===== src/pfrc_pkg.sv =====
// Purpose: Shared constants and types for the paged free-running counter
// Assumes: 32-bit AXI4-Lite register bus, 16-bit byte address
// Notes: Byte address of each register is four times its index
package pfrc_pkg;

  // ==========================================================
  // Register map
  localparam int PFRC_AW = 16;
  localparam logic [15:0] PFRC_IDX_RESULT_HI = 16'h1808;
  localparam logic [15:0] PFRC_IDX_RESULT_LO = 16'h1809;
  localparam logic [15:0] PFRC_IDX_PAGE_CTRL = 16'h180B;
  localparam logic [15:0] PFRC_ADDR_RESULT_HI = 16'(PFRC_IDX_RESULT_HI * 16'h0004);
  localparam logic [15:0] PFRC_ADDR_RESULT_LO = 16'(PFRC_IDX_RESULT_LO * 16'h0004);
  localparam logic [15:0] PFRC_ADDR_PAGE_CTRL = 16'(PFRC_IDX_PAGE_CTRL * 16'h0004);

  // ==========================================================
  // Control register fields
  localparam int PFRC_BIT_CLEAR = 7;
  localparam int PFRC_BIT_RUN = 5;
  localparam int PFRC_BIT_PAGE = 0;

  // ==========================================================
  // Reset values and responses
  localparam logic [15:0] PFRC_COUNT_RST = 16'h0000;
  localparam logic [15:0] PFRC_COUNT_STEP = 16'h0001;
  localparam logic PFRC_RUN_RST = 1'b0;
  localparam logic PFRC_PAGE_RST = 1'b0;
  localparam logic [1:0] PFRC_RESP_OKAY = 2'h0;
  localparam logic [1:0] PFRC_RESP_SLVERR = 2'h2;

  // ==========================================================
  // Types
  typedef enum logic [1:0] {
    PFRC_WR_IDLE = 2'h0,
    PFRC_WR_ADDR = 2'h1,
    PFRC_WR_RESP = 2'h3,
    PFRC_WR_DATA = 2'h2
  } pfrc_wr_e;

  typedef enum logic [1:0] {
    PFRC_SEL_NONE = 2'h0,
    PFRC_SEL_HI = 2'h1,
    PFRC_SEL_LO = 2'h2,
    PFRC_SEL_CTRL = 2'h3
  } pfrc_sel_e;

  typedef struct packed {
    pfrc_wr_e wst;
    logic [PFRC_AW-1:0] waddr;
    logic [7:0] wdata;
    logic wstrb0;
    logic awready;
    logic wready;
    logic bvalid;
    logic [1:0] bresp;
    logic arready;
    logic rvalid;
    logic [7:0] rdata;
    logic [1:0] rresp;
    logic run;
    logic page;
    logic osc_prev;
    logic [15:0] cnt;
  } pfrc_state_s;

endpackage : pfrc_pkg


===== src/pfrc_counter.sv =====
// Overview of operation
// - Released counter increments and wraps in all modes
// - 16-bit count read as high then low byte
// - Writing one to clear bit zeroes count
// - Count advances on both oscillator edges
// - Run bit zero freezes, one resumes counting
// - Page zero shows shared system registers instead
// - Page one lets clear and run act
// - Oscillator clocks counting regardless of bus activity
// - Result bytes read-only, reset to zero
//
// Purpose: Paged 16-bit free-running counter behind an AXI4-Lite slave
// Assumes: Oscillator and bus inputs synchronous to core_clk_in
// Notes: Shared system register contents arrive on plain input ports
module pfrc_counter
  import pfrc_pkg::*;
(
  input wire logic core_clk_in,
  input wire logic rst_n_in,
  input wire logic low_freq_oscillator_in,
  input wire logic [7:0] shared_system_reg_a_in,
  input wire logic [7:0] shared_system_reg_b_in,
  input wire logic [PFRC_AW-1:0] s_axi_awaddr_in,
  input wire logic s_axi_awvalid_in,
  output logic s_axi_awready_out,
  input wire logic [31:0] s_axi_wdata_in,
  input wire logic [3:0] s_axi_wstrb_in,
  input wire logic s_axi_wvalid_in,
  output logic s_axi_wready_out,
  output logic [1:0] s_axi_bresp_out,
  output logic s_axi_bvalid_out,
  input wire logic s_axi_bready_in,
  input wire logic [PFRC_AW-1:0] s_axi_araddr_in,
  input wire logic s_axi_arvalid_in,
  output logic s_axi_arready_out,
  output logic [31:0] s_axi_rdata_out,
  output logic [1:0] s_axi_rresp_out,
  output logic s_axi_rvalid_out,
  input wire logic s_axi_rready_in
);

  // ==========================================================
  // Address decode
  function automatic pfrc_sel_e reg_sel(input logic [PFRC_AW-1:0] addr);
    pfrc_sel_e sel;
    if (addr == PFRC_ADDR_RESULT_HI)
      sel = PFRC_SEL_HI;
    else if (addr == PFRC_ADDR_RESULT_LO)
      sel = PFRC_SEL_LO;
    else if (addr == PFRC_ADDR_PAGE_CTRL)
      sel = PFRC_SEL_CTRL;
    else
      sel = PFRC_SEL_NONE;
    return sel;
  endfunction : reg_sel

  pfrc_state_s st_r;
  pfrc_state_s st_nxt;
  logic aw_take;
  logic w_take;
  logic ar_take;
  logic wr_fire;
  logic inc_hit;
  logic clr_hit;
  logic [PFRC_AW-1:0] f_addr;
  logic [7:0] f_data;
  logic f_strb;
  pfrc_sel_e f_sel;
  pfrc_sel_e r_sel;

  // ==========================================================
  // Next-state logic
  always_comb
  begin
    st_nxt = st_r;
    aw_take = s_axi_awvalid_in && st_r.awready;
    w_take = s_axi_wvalid_in && st_r.wready;
    ar_take = s_axi_arvalid_in && st_r.arready;
    wr_fire = 1'b0;
    clr_hit = 1'b0;
    f_addr = aw_take ? s_axi_awaddr_in : st_r.waddr;
    f_data = w_take ? s_axi_wdata_in[7:0] : st_r.wdata;
    f_strb = w_take ? s_axi_wstrb_in[0] : st_r.wstrb0;
    f_sel = reg_sel(f_addr);
    r_sel = reg_sel(s_axi_araddr_in);
    // Either oscillator edge is a count tick; bus traffic plays no part
    inc_hit = st_r.run && (low_freq_oscillator_in != st_r.osc_prev);
    st_nxt.osc_prev = low_freq_oscillator_in;

    // Write channel: address and data in either order
    if (aw_take)
    begin
      st_nxt.waddr = s_axi_awaddr_in;
      st_nxt.awready = 1'b0;
    end
    if (w_take)
    begin
      st_nxt.wdata = s_axi_wdata_in[7:0];
      st_nxt.wstrb0 = s_axi_wstrb_in[0];
      st_nxt.wready = 1'b0;
    end
    case (st_r.wst)
      PFRC_WR_IDLE:
      begin
        if (aw_take && w_take)
          wr_fire = 1'b1;
        else if (aw_take)
          st_nxt.wst = PFRC_WR_ADDR;
        else if (w_take)
          st_nxt.wst = PFRC_WR_DATA;
      end
      PFRC_WR_ADDR:
      begin
        if (w_take)
          wr_fire = 1'b1;
      end
      PFRC_WR_DATA:
      begin
        if (aw_take)
          wr_fire = 1'b1;
      end
      default:
      begin
        if (s_axi_bready_in)
        begin
          st_nxt.wst = PFRC_WR_IDLE;
          st_nxt.bvalid = 1'b0;
          st_nxt.awready = 1'b1;
          st_nxt.wready = 1'b1;
        end
      end
    endcase

    // Register write effects
    if (wr_fire)
    begin
      st_nxt.wst = PFRC_WR_RESP;
      st_nxt.bvalid = 1'b1;
      st_nxt.bresp = (f_sel == PFRC_SEL_NONE) ? PFRC_RESP_SLVERR : PFRC_RESP_OKAY;
      if (f_sel == PFRC_SEL_CTRL && f_strb)
      begin
        st_nxt.page = f_data[PFRC_BIT_PAGE];
        // Run and clear only reach the counter while the page is open
        if (st_r.page)
        begin
          st_nxt.run = f_data[PFRC_BIT_RUN];
          clr_hit = f_data[PFRC_BIT_CLEAR];
        end
      end
      // Writes to the result bytes or shared registers change nothing here
    end

    // Counter: clear beats a coincident tick
    if (clr_hit)
      st_nxt.cnt = PFRC_COUNT_RST;
    else if (inc_hit)
      st_nxt.cnt = st_r.cnt + PFRC_COUNT_STEP;

    // Read channel
    if (ar_take)
    begin
      st_nxt.arready = 1'b0;
      st_nxt.rvalid = 1'b1;
      st_nxt.rresp = PFRC_RESP_OKAY;
      if (r_sel == PFRC_SEL_HI)
        st_nxt.rdata = st_r.page ? st_r.cnt[15:8] : shared_system_reg_a_in;
      else if (r_sel == PFRC_SEL_LO)
        st_nxt.rdata = st_r.page ? st_r.cnt[7:0] : shared_system_reg_b_in;
      else if (r_sel == PFRC_SEL_CTRL)
        st_nxt.rdata = {2'h0, st_r.run, 5'h00};
      else
      begin
        st_nxt.rdata = 8'h00;
        st_nxt.rresp = PFRC_RESP_SLVERR;
      end
    end
    else if (st_r.rvalid && s_axi_rready_in)
    begin
      st_nxt.rvalid = 1'b0;
      st_nxt.arready = 1'b1;
    end
  end

  // ==========================================================
  // State register
  always_ff @(posedge core_clk_in or negedge rst_n_in)
  begin
    if (!rst_n_in)
    begin
      st_r.wst <= PFRC_WR_IDLE;
      st_r.waddr <= '0;
      st_r.wdata <= 8'h00;
      st_r.wstrb0 <= 1'b0;
      st_r.awready <= 1'b1;
      st_r.wready <= 1'b1;
      st_r.bvalid <= 1'b0;
      st_r.bresp <= PFRC_RESP_OKAY;
      st_r.arready <= 1'b1;
      st_r.rvalid <= 1'b0;
      st_r.rdata <= 8'h00;
      st_r.rresp <= PFRC_RESP_OKAY;
      st_r.run <= PFRC_RUN_RST;
      st_r.page <= PFRC_PAGE_RST;
      st_r.osc_prev <= 1'b0;
      st_r.cnt <= PFRC_COUNT_RST;
    end
    else
    begin
      st_r <= st_nxt;
    end
  end

  assign s_axi_awready_out = st_r.awready;
  assign s_axi_wready_out = st_r.wready;
  assign s_axi_bvalid_out = st_r.bvalid;
  assign s_axi_bresp_out = st_r.bresp;
  assign s_axi_arready_out = st_r.arready;
  assign s_axi_rvalid_out = st_r.rvalid;
  assign s_axi_rresp_out = st_r.rresp;
  assign s_axi_rdata_out = {24'h000000, st_r.rdata};

  // ==========================================================
  // Checks
  count_wrap_a: assert property (
    @(posedge core_clk_in) disable iff (!rst_n_in)
    (inc_hit && !clr_hit && st_r.cnt == 16'hFFFF) |=> (st_r.cnt == 16'h0000))
    else $error("counter did not wrap to zero");

  both_edges_a: assert property (
    @(posedge core_clk_in) disable iff (!rst_n_in)
    (st_r.run && !clr_hit && $changed(low_freq_oscillator_in))
      |=> (st_r.cnt == $past(st_r.cnt) + 16'h0001))
    else $error("oscillator edge did not advance counter");

  result_high_a: assert property (
    @(posedge core_clk_in) disable iff (!rst_n_in)
    (ar_take && st_r.page && s_axi_araddr_in == PFRC_ADDR_RESULT_HI)
      |=> (s_axi_rvalid_out && s_axi_rdata_out == {24'h000000, $past(st_r.cnt[15:8])}))
    else $error("high result byte mismatch");

  result_low_a: assert property (
    @(posedge core_clk_in) disable iff (!rst_n_in)
    (ar_take && st_r.page && s_axi_araddr_in == PFRC_ADDR_RESULT_LO)
      |=> (s_axi_rvalid_out && s_axi_rdata_out == {24'h000000, $past(st_r.cnt[7:0])}))
    else $error("low result byte mismatch");

  clear_zero_a: assert property (
    @(posedge core_clk_in) disable iff (!rst_n_in)
    (wr_fire && f_sel == PFRC_SEL_CTRL && f_strb && st_r.page && f_data[PFRC_BIT_CLEAR])
      |=> (st_r.cnt == 16'h0000))
    else $error("clear write did not zero counter");

  halt_hold_a: assert property (
    @(posedge core_clk_in) disable iff (!rst_n_in)
    (!st_r.run && !clr_hit) |=> $stable(st_r.cnt))
    else $error("halted counter moved");

  page_closed_a: assert property (
    @(posedge core_clk_in) disable iff (!rst_n_in)
    (wr_fire && f_sel == PFRC_SEL_CTRL && !st_r.page) |=> (st_r.run == $past(st_r.run)))
    else $error("run bit changed with page closed");

  shared_read_a: assert property (
    @(posedge core_clk_in) disable iff (!rst_n_in)
    (ar_take && !st_r.page && s_axi_araddr_in == PFRC_ADDR_RESULT_HI)
      |=> (s_axi_rdata_out == {24'h000000, $past(shared_system_reg_a_in)}))
    else $error("shared register not returned");

  run_write_a: assert property (
    @(posedge core_clk_in) disable iff (!rst_n_in)
    (wr_fire && f_sel == PFRC_SEL_CTRL && f_strb && st_r.page)
      |=> (st_r.run == $past(f_data[PFRC_BIT_RUN])))
    else $error("run bit not taken with page open");

  result_ro_a: assert property (
    @(posedge core_clk_in) disable iff (!rst_n_in)
    (wr_fire && (f_sel == PFRC_SEL_HI || f_sel == PFRC_SEL_LO) && !inc_hit)
      |=> $stable(st_r.cnt) ##1 (s_axi_bresp_out == 2'h0 || !s_axi_bvalid_out))
    else $error("result write changed counter");

  reset_idle_a: assert property (
    @(posedge core_clk_in) disable iff (!rst_n_in)
    $rose(rst_n_in) |-> (!st_r.run && !st_r.page && st_r.cnt == 16'h0000))
    else $error("control not cleared by reset");

  // ==========================================================
  // Paging and map checks
  page_write_a: assert property (
    @(posedge core_clk_in) disable iff (!rst_n_in)
    (wr_fire && f_sel == PFRC_SEL_CTRL && f_strb)
      |=> (st_r.page == $past(f_data[PFRC_BIT_PAGE])))
    else $error("page bit not taken");

  page_keep_a: assert property (
    @(posedge core_clk_in) disable iff (!rst_n_in)
    (!(wr_fire && f_sel == PFRC_SEL_CTRL && f_strb))
      |=> $stable(st_r.page))
    else $error("page bit moved without write");

  run_held_a: assert property (
    @(posedge core_clk_in) disable iff (!rst_n_in)
    (!wr_fire)
      |=> $stable(st_r.run))
    else $error("run bit moved without write");

  clear_noop_a: assert property (
    @(posedge core_clk_in) disable iff (!rst_n_in)
    (wr_fire && f_sel == PFRC_SEL_CTRL && f_strb && st_r.page
      && !f_data[PFRC_BIT_CLEAR] && !inc_hit) |=> $stable(st_r.cnt))
    else $error("clear bit zero changed counter");

  clear_halt_a: assert property (
    @(posedge core_clk_in) disable iff (!rst_n_in)
    (wr_fire && f_sel == PFRC_SEL_CTRL && f_strb && st_r.page
      && f_data[PFRC_BIT_CLEAR] && !f_data[PFRC_BIT_RUN]) |=> (!st_r.run && st_r.cnt == 16'h0000))
    else $error("halted clear did not zero counter");

  no_tick_a: assert property (
    @(posedge core_clk_in) disable iff (!rst_n_in)
    (st_r.run && !clr_hit && $stable(low_freq_oscillator_in))
      |=> $stable(st_r.cnt))
    else $error("counter moved without oscillator edge");

  shared_low_a: assert property (
    @(posedge core_clk_in) disable iff (!rst_n_in)
    (ar_take && !st_r.page && s_axi_araddr_in == PFRC_ADDR_RESULT_LO)
      |=> (s_axi_rdata_out == {24'h000000, $past(shared_system_reg_b_in)}))
    else $error("shared low register not returned");

  run_read_a: assert property (
    @(posedge core_clk_in) disable iff (!rst_n_in)
    (ar_take && s_axi_araddr_in == PFRC_ADDR_PAGE_CTRL)
      |=> (s_axi_rdata_out == {24'h000000, 2'h0, $past(st_r.run), 5'h00}))
    else $error("control read mismatch");

  result_resp_a: assert property (
    @(posedge core_clk_in) disable iff (!rst_n_in)
    (wr_fire && (f_sel == PFRC_SEL_HI || f_sel == PFRC_SEL_LO))
      |=> (s_axi_bvalid_out && s_axi_bresp_out == PFRC_RESP_OKAY))
    else $error("result write not answered okay");

  unmapped_write_a: assert property (
    @(posedge core_clk_in) disable iff (!rst_n_in)
    (wr_fire && f_sel == PFRC_SEL_NONE)
      |=> (s_axi_bvalid_out && s_axi_bresp_out == PFRC_RESP_SLVERR))
    else $error("unmapped write not refused");

  unmapped_read_a: assert property (
    @(posedge core_clk_in) disable iff (!rst_n_in)
    (ar_take && r_sel == PFRC_SEL_NONE)
      |=> (s_axi_rresp_out == PFRC_RESP_SLVERR && s_axi_rdata_out == 32'h00000000))
    else $error("unmapped read not refused");

endmodule : pfrc_counter


===== config.mk =====
export PLATFORM = sky130hd
export DESIGN_NAME = pfrc_counter
export DESIGN_NICKNAME = d
export VERILOG_FILES = /design/src/pfrc_pkg.sv /design/src/pfrc_counter.sv
export SDC_FILE = /design/constraint.sdc
export NUM_CORES = 1
export LEC_CHECK = 0
export ABC_CLOCK_PERIOD_IN_PS = 3100
export BUFFER_PORTS_ARGS = -buffer_cell sky130_fd_sc_hd__buf_2
export CAP_MARGIN = 20
export CORE_MARGIN = 10
export CORE_UTILIZATION = 50
export CTS_CLUSTER_DIAMETER = 40
export DETAILED_ROUTE_END_ITERATION = 10
export GPL_TIMING_DRIVEN = 1
export PLACE_DENSITY_LB_ADDON = 0.15
export SLEW_MARGIN = 20
export SYNTH_ARGS = -nofsm -noshare
export SYNTH_HDL_FRONTEND = slang
export SYNTH_SLANG_ARGS = --single-unit

===== constraint.sdc =====
create_clock -name core_clk_in -period 3.1 [get_ports core_clk_in]
set_input_delay 0.31 -clock core_clk_in [delete_from_list [all_inputs] [get_ports core_clk_in]]
set_output_delay 0.31 -clock core_clk_in [all_outputs]
set_load 0.01 [all_outputs]

Word level (Yosys, flattened, before mapping)
Cells that the tools add are included.
{ "totals": {"elab_cells": 93, "input_bits": 92, "mem_bits_rw": 0, "memories": 0, "out_inout_bits": 41, "regBits": 63, "latchBits": 0, "rom_bits": 0} }
{ "classes": {"magnitude_cmp": 0, "n_mul": 0, "shift": 0, "div": 0, "bitwise": 0, "n_mux": 40, "n_addsub": 1, "n_reduce_logical": 19, "eq_ne": 17} }
{ "ops": {"columns": ["cell", "n"], "rows": [
  ["16-bit by 15-bit == test with 1-bit output (second input constant)", 6],
  ["16-bit 2-to-1 mux", 3],
  ["8-bit 2-to-1 mux", 5],
  ["2-bit 2-to-1 mux", 17],
  ["16-bit by 1-bit adder with 16-bit output (second input constant)", 1],
  ["1-bit 2-to-1 mux", 9],
  ["3-bit 2-to-1 mux", 3],
  ["2-bit == test (second input constant)", 4],
  ["1-bit logical AND", 7],
  ["6-bit 2-to-1 mux", 1],
  ["2-bit nonzero test", 3],
  ["2-bit by 1-bit == test with 1-bit output (second input constant)", 2],
  ["2-bit zero test", 2],
  ["2-bit by 1-bit inequality test with 1-bit output (second input constant)", 2],
  ["4-bit inequality test (second input constant)", 1],
  ["2-bit case mux with 2 select lines", 1],
  ["2-bit AND reduction", 2],
  ["4-bit AND reduction", 1],
  ["3-bit inequality test (second input constant)", 1],
  ["1-bit case mux with 3 select lines", 1],
  ["3-bit AND reduction", 1],
  ["3-bit nonzero test", 1],
  ["3-bit OR reduction", 1],
  ["2-bit OR reduction", 1],
  ["1-bit inequality test", 1]
]} }

Longest topological paths before layout
Gate-level depths: netlist of run 1.
{ "logic_depth": {"depth_word": 11, "ltp_mapped": 9, "ltp_nobuf": 7} }

Worst setup path before layout of run 1
Ideal clock, no wire load.
{ "synth_path": {"path_type": "register to register", "startpoint": "register st_r[61] (netlist name)", "endpoint": "register st_r[10] (netlist name)", "path_buffers": 2, "stages_incl_launch_ff": 9, "path_slack_ns": 1.275, "setup_ns": 0.119, "arrival_ns": 1.706, "required_ns": 2.981, "period_less_slack_ns": 1.825, "cell_sequence": "dfrtp_1 -> ha_1 -> nand3b_1 -> o211a_1 -> a211oi_2 -> and4_1 -> buf_6 -> buf_12 -> nor2_1"} }
{ "synth_via": {"elab_chain_cells": 4, "elab_cells_between_ends": 7, "classes_between": "2 x eq/ne; 3 x mux; 2 x reduce/logical"} }
{ "synth_lines": {"columns": ["item", "line", "text"], "rows": [
  ["from (decl)", "pfrc_counter.sv:57", "pfrc_state_s st_r;"],
  ["from (signal assigned)", "pfrc_counter.sv:209", "st_r <= st_nxt;"],
  ["2-bit == test (tied with other cells)", "pfrc_counter.sv:102", "case (st_r.wst)"],
  ["1-bit case mux with 3 select lines (*)", "pfrc_counter.sv:102", null],
  ["1-bit 2-to-1 mux (*)", "pfrc_counter.sv:135", "if (wr_fire)"],
  ["16-bit 2-to-1 mux or 2-bit nonzero test (tied branches)", null, null]
]} }
Mark *: on every way between the ends. The rest lies on a longest branch, timed or not.
A chain may end at the register's enable or synchronous reset.

Worst setup path in the final report of run 1
{ "layout_path": {"startpoint": "register st_r[61] (netlist name)", "endpoint": "register st_r[4] (netlist name)"} }
The elaborated chain is that of the path after synthesis.

==> results of run 1 <==
-- Yosys cell counts, types with 2 or more instances --
| master | instances |
|---|---|
| dfrtp_1 | 53 |
| buf_4 | 36 |
| nor2_1 | 24 |
| nand2_1 | 23 |
| mux2_2 | 21 |
| inv_1 | 18 |
| o21ai_0 | 14 |
| xnor2_1 | 13 |
| nand3_1 | 10 |
| mux4_2 | 8 |
| nor4b_1 | 7 |
| ha_1 | 6 |
| nor3_1 | 6 |
| nand4_1 | 5 |
| mux2i_1 | 4 |
| clkbuf_1 | 3 |
| dfstp_2 | 3 |
| nand4b_1 | 3 |
| xor2_1 | 3 |
| a21oi_1 | 2 |
| and3_1 | 2 |
| and4_1 | 2 |
| buf_2 | 2 |
| buf_6 | 2 |
| nor2_2 | 2 |
-- through the flow --
step	power (mW)	worst slack, ns	util [%]	hold WS, ns	cells
3_3_place_gp	1.57	0.825	56.0	0.458	422
3_5_place_dp	1.59	0.786	56.0	0.460	422
5_1_grt	2.13	0.577	57.6	0.0269	430
4_1_cts	2.01	0.767	57.6	0.138	430
2_1_floorplan	1.45	1.27	-	0.0144	314
6_report	1.99	0.784	57.6	-0.00764	430
-- worst max-delay path: stages, from the launching register on --
cell	delay (ns)
dfrtp_1	0.45
inv_1	0.10
ha_1	0.21
nand3_1	0.11
o211a_1	0.30
a211oi_2	0.23
and4_1	0.66
nor2_1	0.11
-- cells by family (layout without fill, tap and decap cells) --
logic type | after synthesis | after routing | synth area share [%]
multiplexers | 33 | 33 | 14.7
AND/OR/NAND/NOR | 91 | 91 | 15.1
flip-flops | 56 | 56 | 45.2
AO/OA/AOI/OAI | 23 | 23 | 4.51
other | 1 | 26 | 0.121
XOR/XNOR | 17 | 17 | 5.03
buffers and inverters | 62 | 103 | 12.9
adder cells (fa/ha/maj) | 6 | 6 | 2.41
-- worst min path at each step --
stage,start,to,cells past startpoint
after floorplan,rst_n_in,s_axi_bresp_out[1],0
after global placement,s_axi_bvalid_out,s_axi_bvalid_out,2
after detailed placement,s_axi_bvalid_out,s_axi_bvalid_out,2
after CTS,low_freq_oscillator_in,st_r[16],1
after global routing,rst_n_in,st_r[57],1
final,rst_n_in,st_r[57],1
-- power by group --
group | internal [mW] | switching (mW) | total (mW) | leakage [nW]
Clock | 0.182 | 0.236 | 0.418 | 0.0445
Sequential | 0.923 | 0.105 | 1.03 | 0.709
Combinational | 0.286 | 0.256 | 0.542 | 0.911
-- metal layers --
metal,routed length [um],global-route usage (%)
met3,596,5.45
met2,3010,21.5
met4,78,3.42
met1,2870,16.6
met5,0,0
-- layout by cell type, fill, tap and decap left out, drive strengths merged, types with 4 or more instances in the layout --
cell / Yosys / layout
nand3: 10 / 10
inv: 18 / 18
nor4b: 7 / 7
o21ai: 14 / 14
clkbuf: 3 / 7
mux2: 21 / 21
dfrtp: 53 / 53
xnor2: 13 / 13
conb: 1 / 26
mux2i: 4 / 4
xor2: 4 / 4
nand2: 24 / 24
ha: 6 / 6
nor2: 26 / 26
nor3: 6 / 6
nand4: 5 / 5
mux4: 8 / 8
buf: 41 / 77
-- cell type report --
| type | count | area (sq um) | area share [%] |
|---|---|---|---|
| Clock buffer | 7 | 86.3 | 2.50 |
| Multi-Input combinational cell | 196 | 1400 | 40.4 |
| Inverter | 18 | 67.6 | 1.96 |
| Clock inverter | 1 | 7.51 | 0.217 |
| Tap cell | 75 | 93.8 | 2.72 |
| Sequential cell | 56 | 1410 | 40.7 |
| Timing Repair Buffer | 77 | 395 | 11.5 |
-- registers in the layout, summed over array words and instances, names as in the netlist --
signal and flops:
s_axi_rresp_out 1, s_axi_arready_out 1, s_axi_rdata_out 8, s_axi_bvalid_out 1, st_r 41, s_axi_bresp_out 1, s_axi_rvalid_out 1, s_axi_wready_out 1
s_axi_awready_out 1
==> run_results.csv, run 1 <==
group,metric,value,unit
outcome,result_of_the_run,"finished, violations left",
outcome,failed_checks,"negative hold slack",
clocking,clkLatencyLatePin,0.31,ns
clocking,tritoncts.num_buffers,5,
sta,finalSetupTns,0,ns
place,place.gp.congestion,0.781,
worst_setup_path,critical_path.endpoint,"st_r[4]",
detailed_routing,vias,2130,
yosys,postSynthAreaPerCell,10.8,sq um
final_layout,area_delta_synth_final,11.0,%
detailed_routing,number_of_iterations_in_the_first_detailed_routing_pass,5,
detailed_routing,avgViaCountPerCell,4.95,
worst_setup_path,critPathLaunch,"st_r[61]",
yosys,synth.lib_cells_used.distinct,42,
yosys,asyncSetResetFlopFracSynth,100,%
power,power.static_leakage,1.66,nW
flow_run,max_cap_viol_count,0,
clocking,postCtsHoldBufs,0,
detailed_routing,detail_route.wirelength,6.56,mm
die,die_area,9770,sq um
die,die_width,98.9,um
sta,finalClockSkew,0.00574,ns
worst_setup_path,rr_worst_depth,7,
die,die_h,98.9,um
die,rows,28,
worst_setup_path,startpoint_class,"register",
die,num_io_pins,133,
worst_setup_path,r2r_start,"st_r[61]",
sta,hold_violations,13,
clocking,ctsLongestPathBuffers,2,
detailed_routing,drt_first_iter_violations,86,
worst_setup_path,worst_r2r_endpoint,"st_r[4]",
yosys,netlist.area_leader.share,42.7,%
power,worst_ir_drop_vdd,0.326,mV
yosys,synthesis.instances,289,
yosys,yosys_warnings,0,
worst_setup_path,timing.critical_path.required,3.27,ns
final_layout,final_design_area_no_fill,3450,sq um
yosys,yosys_register_bits,56,
sta,finalSetupViolations,0,
place,postPlaceCellArea,3360,sq um
grt,grt.overflow.total,0,
worst_setup_path,worstSetupEndpointType,"register",
power,power_density,576,nW/um^2
final_layout,nFillCells,532,
final_layout,antennaDiodeCount,0,
clocking,post_cts_resized,0,
sta,timing_max_transition_violations_final,0,
worst_setup_path,signal_arrival_time_at_the_worst_endpoint,2.49,ns
yosys,ys_top_cells_by_area,"dfrtp_1 (43%), buf_4 (8.7%), mux2_2 (7.6%)",
worst_setup_path,reg_to_reg_slack_setup,0.78,ns
place,hpwlAfterDp,5.21,mm
grt,pin_count_of_the_biggest_net_entering_global_routing,47,
grt,grtUsageTotal,13.5,%
grt,grt_first_pass_wirelength,11.1,mm
clocking,htreeDepth,2,
clocking,tritoncts_sinks,56,
detailed_routing,drc_violation_count_after_routing,0,
grt,antenna_found_initial,0,
worst_setup_path,crit_path_max_fanout,16,
yosys,flip_flop_cell_with_the_highest_count_after_synthesis,"dfrtp_1",
sta,fin_hold_ws,-0.00764,ns
clocking,setup_buffers_after_cts,0,
worst_hold_path,hold_path_class,"in -> async",
yosys,number_of_flops_mapped_to_enable_cells_by_yosys,0,
yosys,ys_seq_area_share,45.2,%
yosys,synth_area_leader_cell,"dfrtp_1",
clocking,root_buffer,"clkbuf_8",
grt,grt_pass1_vias,2321,
sta,period_minus_slack,2.32,ns
worst_setup_path,timing_worst_setup_path_type,"reg -> reg",
detailed_routing,routedWlPerCell,15.3,um
sta,final.period_utilization,74.7,%
clocking,tritoncts,"yes",
sta,timing.fmax,432,MHz
final_layout,final_layout_size_suffix_gt1_share,34.9,%
final_layout,layout.nets,452,
detailed_routing,route.antenna.remaining_nets,0,
yosys,post_synth_instance_area,3110,sq um
clocking,clock_slew_at_reported_path_ffs,0.10,ns
sta,worst_slew_pin_slew,0.645,ns
sta,rsz0062_at_grt,"false",
die,initial_utilization,51.9,%
die,core-area,5990,sq um
sta,timing.slew.headroom,57.0,%
place,numPortBuffers,74,
(Power assumes the default switching activity.)
==> run 2: changes to the inputs <==
- ABC_AREA: default -> 1
- ABC_CLOCK_PERIOD_IN_PS: 3100 -> 2200
- clock period: 3.1 -> 2.2 ns (I/O delays scaled with it)
==> run 2 against run 1 <==
Compared with the run above:
- the flow now finishes without violations
- wire length is 17% higher
- synthesized area is 13% higher
- total power is 48% higher
- count of clock-buffer cells in the layout stayed put
- combinational power is 83% higher
- via count is 36% higher
- synthesized cell count is 67% higher
- critical path type unchanged
==> run_results.csv, run 2 <==
group,metric,value,unit
detailed_routing,route.antenna.remaining_nets,0,
place,numPortBuffers,74,
worst_setup_path,timing_worst_setup_path_type,"reg -> reg",
detailed_routing,routedWlPerCell,11.8,um
final_layout,most_common_cell_after_layout_fill_and_taps_aside,"nand2_1",
final_layout,multi_input_area,1520,sq um
yosys,synth-compound-area-share,5.39,%
detailed_routing,drt_first_iter_violations,102,
power,fin_total_pwr,2.94,mW
sta,finalSetupViolations,0,
place,place.gp.congestion,0.883,
sta,rsz0062_at_grt,"false",
worst_hold_path,hold_path_class,"in -> reg",
yosys,netlist.area_leader.share,37.8,%
sta,finalClockSkew,0.00895,ns
die,core-area,6790,sq um
yosys,post_synth_instance_area,3500,sq um
detailed_routing,number_of_iterations_in_the_first_detailed_routing_pass,4,
yosys,synth_mux_area_share,2.00,%
sta,fin_hold_ws,0.0436,ns
yosys,synth.lib_cells_used.distinct,30,
yosys,yosys_warnings,0,
clocking,tritoncts.num_buffers,5,
clocking,root_buffer,"clkbuf_8",
clocking,tritoncts_sinks,56,
worst_setup_path,critical-path-top-cell-by-count,"nand2_1",
die,die_width,104,um
final_layout,final_layout_size_suffix_gt1_share,21.9,%
die,rows,30,
detailed_routing,detail_route.wirelength,7.67,mm
die,num_io_pins,133,
yosys,synthesis.instances,482,
final_layout,regMostFlops,"st_r",
flow_run,max_cap_viol_count,0,
yosys,synth_simple_gate_area_share,29.3,%
worst_setup_path,signal_arrival_time_at_the_worst_endpoint,2.11,ns
final_layout,ff_latch_area,1410,sq um
yosys,synthMostInstantiatedCell,"nand2_1",
yosys,ys_seq_area_share,40.1,%
grt,grt_first_pass_wirelength,12.9,mm
detailed_routing,drc_violation_count_after_routing,0,
yosys,asyncSetResetFlopFracSynth,100,%
final_layout,largest_reg_flops,41,
final_layout,area_delta_synth_final,11.9,%
final_layout,layout.nets,650,
worst_setup_path,critical_path.top_delay_family,"simple AND/OR/NAND/NOR gates",
worst_setup_path,critical_path.n_buffers_inverters,3,
worst_setup_path,rr_worst_depth,12,
grt,grtUsageTotal,14.0,%
worst_setup_path,worstSetupPathDepth,12,
worst_setup_path,crit_path_max_fanout,16,
yosys,flip_flop_cell_with_the_highest_count_after_synthesis,"dfrtp_1",
sta,finalSetupTns,0,ns
power,power_density,750,nW/um^2
yosys,yosys_register_bits,56,
sta,period_minus_slack,1.90,ns
clocking,ctsLongestPathBuffers,2,
die,die_area,10800,sq um
clocking,htreeDepth,2,
final_layout,antennaDiodeCount,0,
sta,final.period_utilization,86.3,%
worst_setup_path,crit_slowest_cell,"dfstp_2",
sta,timing.slew.headroom,65.9,%
worst_setup_path,timing.critical_path.cells,"nand2_2 -> buf_4 -> nand2_1 -> nand2_1 -> nand2_1 -> nor2_1 -> nand2_1 -> nor2_4 -> nand4_4 -> buf_12 -> nand2_1 -> inv_1",
grt,pin_count_of_the_biggest_net_entering_global_routing,23,
grt,antenna_found_initial,0,
yosys,dominant_combinational_cell_family_by_area_after_synthesis,"simple AND/OR/NAND/NOR gates",
yosys,synthAdderAreaFrac,2.14,%
die,initial_utilization,51.6,%
grt,grt.overflow.total,0,
sta,timing_max_transition_violations_final,0,
worst_setup_path,worstSetupEndpointType,"register",
worst_setup_path,critical-path-max-stage-delay,0.38,ns
final_layout,final_cell_mix,"nand2_1 (143), inv_1 (82), buf_2 (74)",
sta,hold_violations,0,
detailed_routing,avgViaCountPerCell,4.45,
yosys,post_synth_xor_area_fraction,1.75,%
worst_setup_path,startpoint_class,"register",
die,die_h,104,um
detailed_routing,vias,2891,
yosys,synth_area_leader_cell,"dfrtp_1",
final_layout,nFillCells,679,
sta,timing.fmax,527,MHz
power,worst_ir_drop_vdd,0.525,mV
clocking,clkLatencyLatePin,0.31,ns
worst_setup_path,timing.critical_path.required,2.41,ns
yosys,postSynthAreaPerCell,7.27,sq um
power,power.static_leakage,2.33,nW
sta,worst_slew_pin_slew,0.511,ns
yosys,number_of_flops_mapped_to_enable_cells_by_yosys,0,
place,hpwlAfterDp,6.22,mm
yosys,ys_top_cells_by_area,"dfrtp_1 (38%), nand2_1 (15%), inv_1 (8.8%)",
outcome,result_of_the_run,"completed",
clocking,tritoncts,"yes",
grt,grt_pass1_vias,2731,
worst_hold_path,whs_path_depth,1,
yosys,post_synth_most_frequent_cells,"nand2_1 (143), inv_1 (82), dfrtp_1 (53), buf_4 (38), nor2_1 (30)",
clocking,clock_slew_at_reported_path_ffs,0.09,ns
[run 2: cell count changes in the layout (fill, tap and decap cells not counted), moves of 7 or more]
cell     previous run  this run
nand3_1            10        24
nor4b_1             7         0
inv_1              18        82
xnor2_1            13         0
mux2_2             21         0
nand2_1            23       143
o21ai_0            14        28
mux4_2              8         0
inv_2               0         8
nand2_2             1        15
[run 2: report_power, final]
group	internal [mW]	switching (mW)
Combinational	0.361	0.631
Sequential	1.29	0.100
Clock	0.228	0.328
[run 2: cell families after synthesis]
group           count (synthesis)
mux                             7
xor+xnor                        7
buf+inv                       135
other cells                     1
flops                          56
fa+ha+maj                       6
compound gates                 36
simple gates                  234
[run 2: cell type report]
type	count	share of cell area (%)
multi-input cells	316	38.8
clock buffers	7	1.95
flip-flops and latches	56	35.8
inverters	90	8.62
well taps	96	3.06
repair buffers	83	11.6
clock inverters	1	0.223
[run 2: repair_timing]
action,CTS,global route
endpoints found under the hold margin,18,0
hold buffers,1,0
gates resized for setup,0,0
endpoints found under the setup margin,0,7
setup buffers,0,1
[run 2: routing by layer]
metal  routed length, um  track usage [%]  vias up  part of all wire, %
li1                    -                -     1528                    -
met1                3480             17.3     1302                   45
met2                3660             23.4       56                   48
met3                 475             4.65        5                  6.2
met4                  57             2.68        0                 0.74
met5                   0                0        -                    0
[run 2: worst paths after layout]
path                                        startpoint           endpoint  slack (ns)
worst max-delay path                 s_axi_awready_out            st_r[3]        0.30
worst min-delay path            low_freq_oscillator_in           st_r[16]        0.04
worst max register to register       s_axi_awready_out            st_r[3]        0.30
worst min register to register                st_r[59]           st_r[59]        0.48
max in group asynchronous                     rst_n_in  s_axi_arready_out        1.09
min in group asynchronous                     rst_n_in   s_axi_bvalid_out        0.41
[run 2: through the flow]
stage	instances	setup slack, ns	instance area, sq um	util [%]
2_1_floorplan	507	0.470	3600	-
3_3_place_gp	639	0.150	3810	56.0
3_5_place_dp	639	0.114	3810	56.0
4_1_cts	648	0.170	3900	57.4
5_1_grt	649	0.111	3920	57.7
6_report	649	0.302	3920	57.7
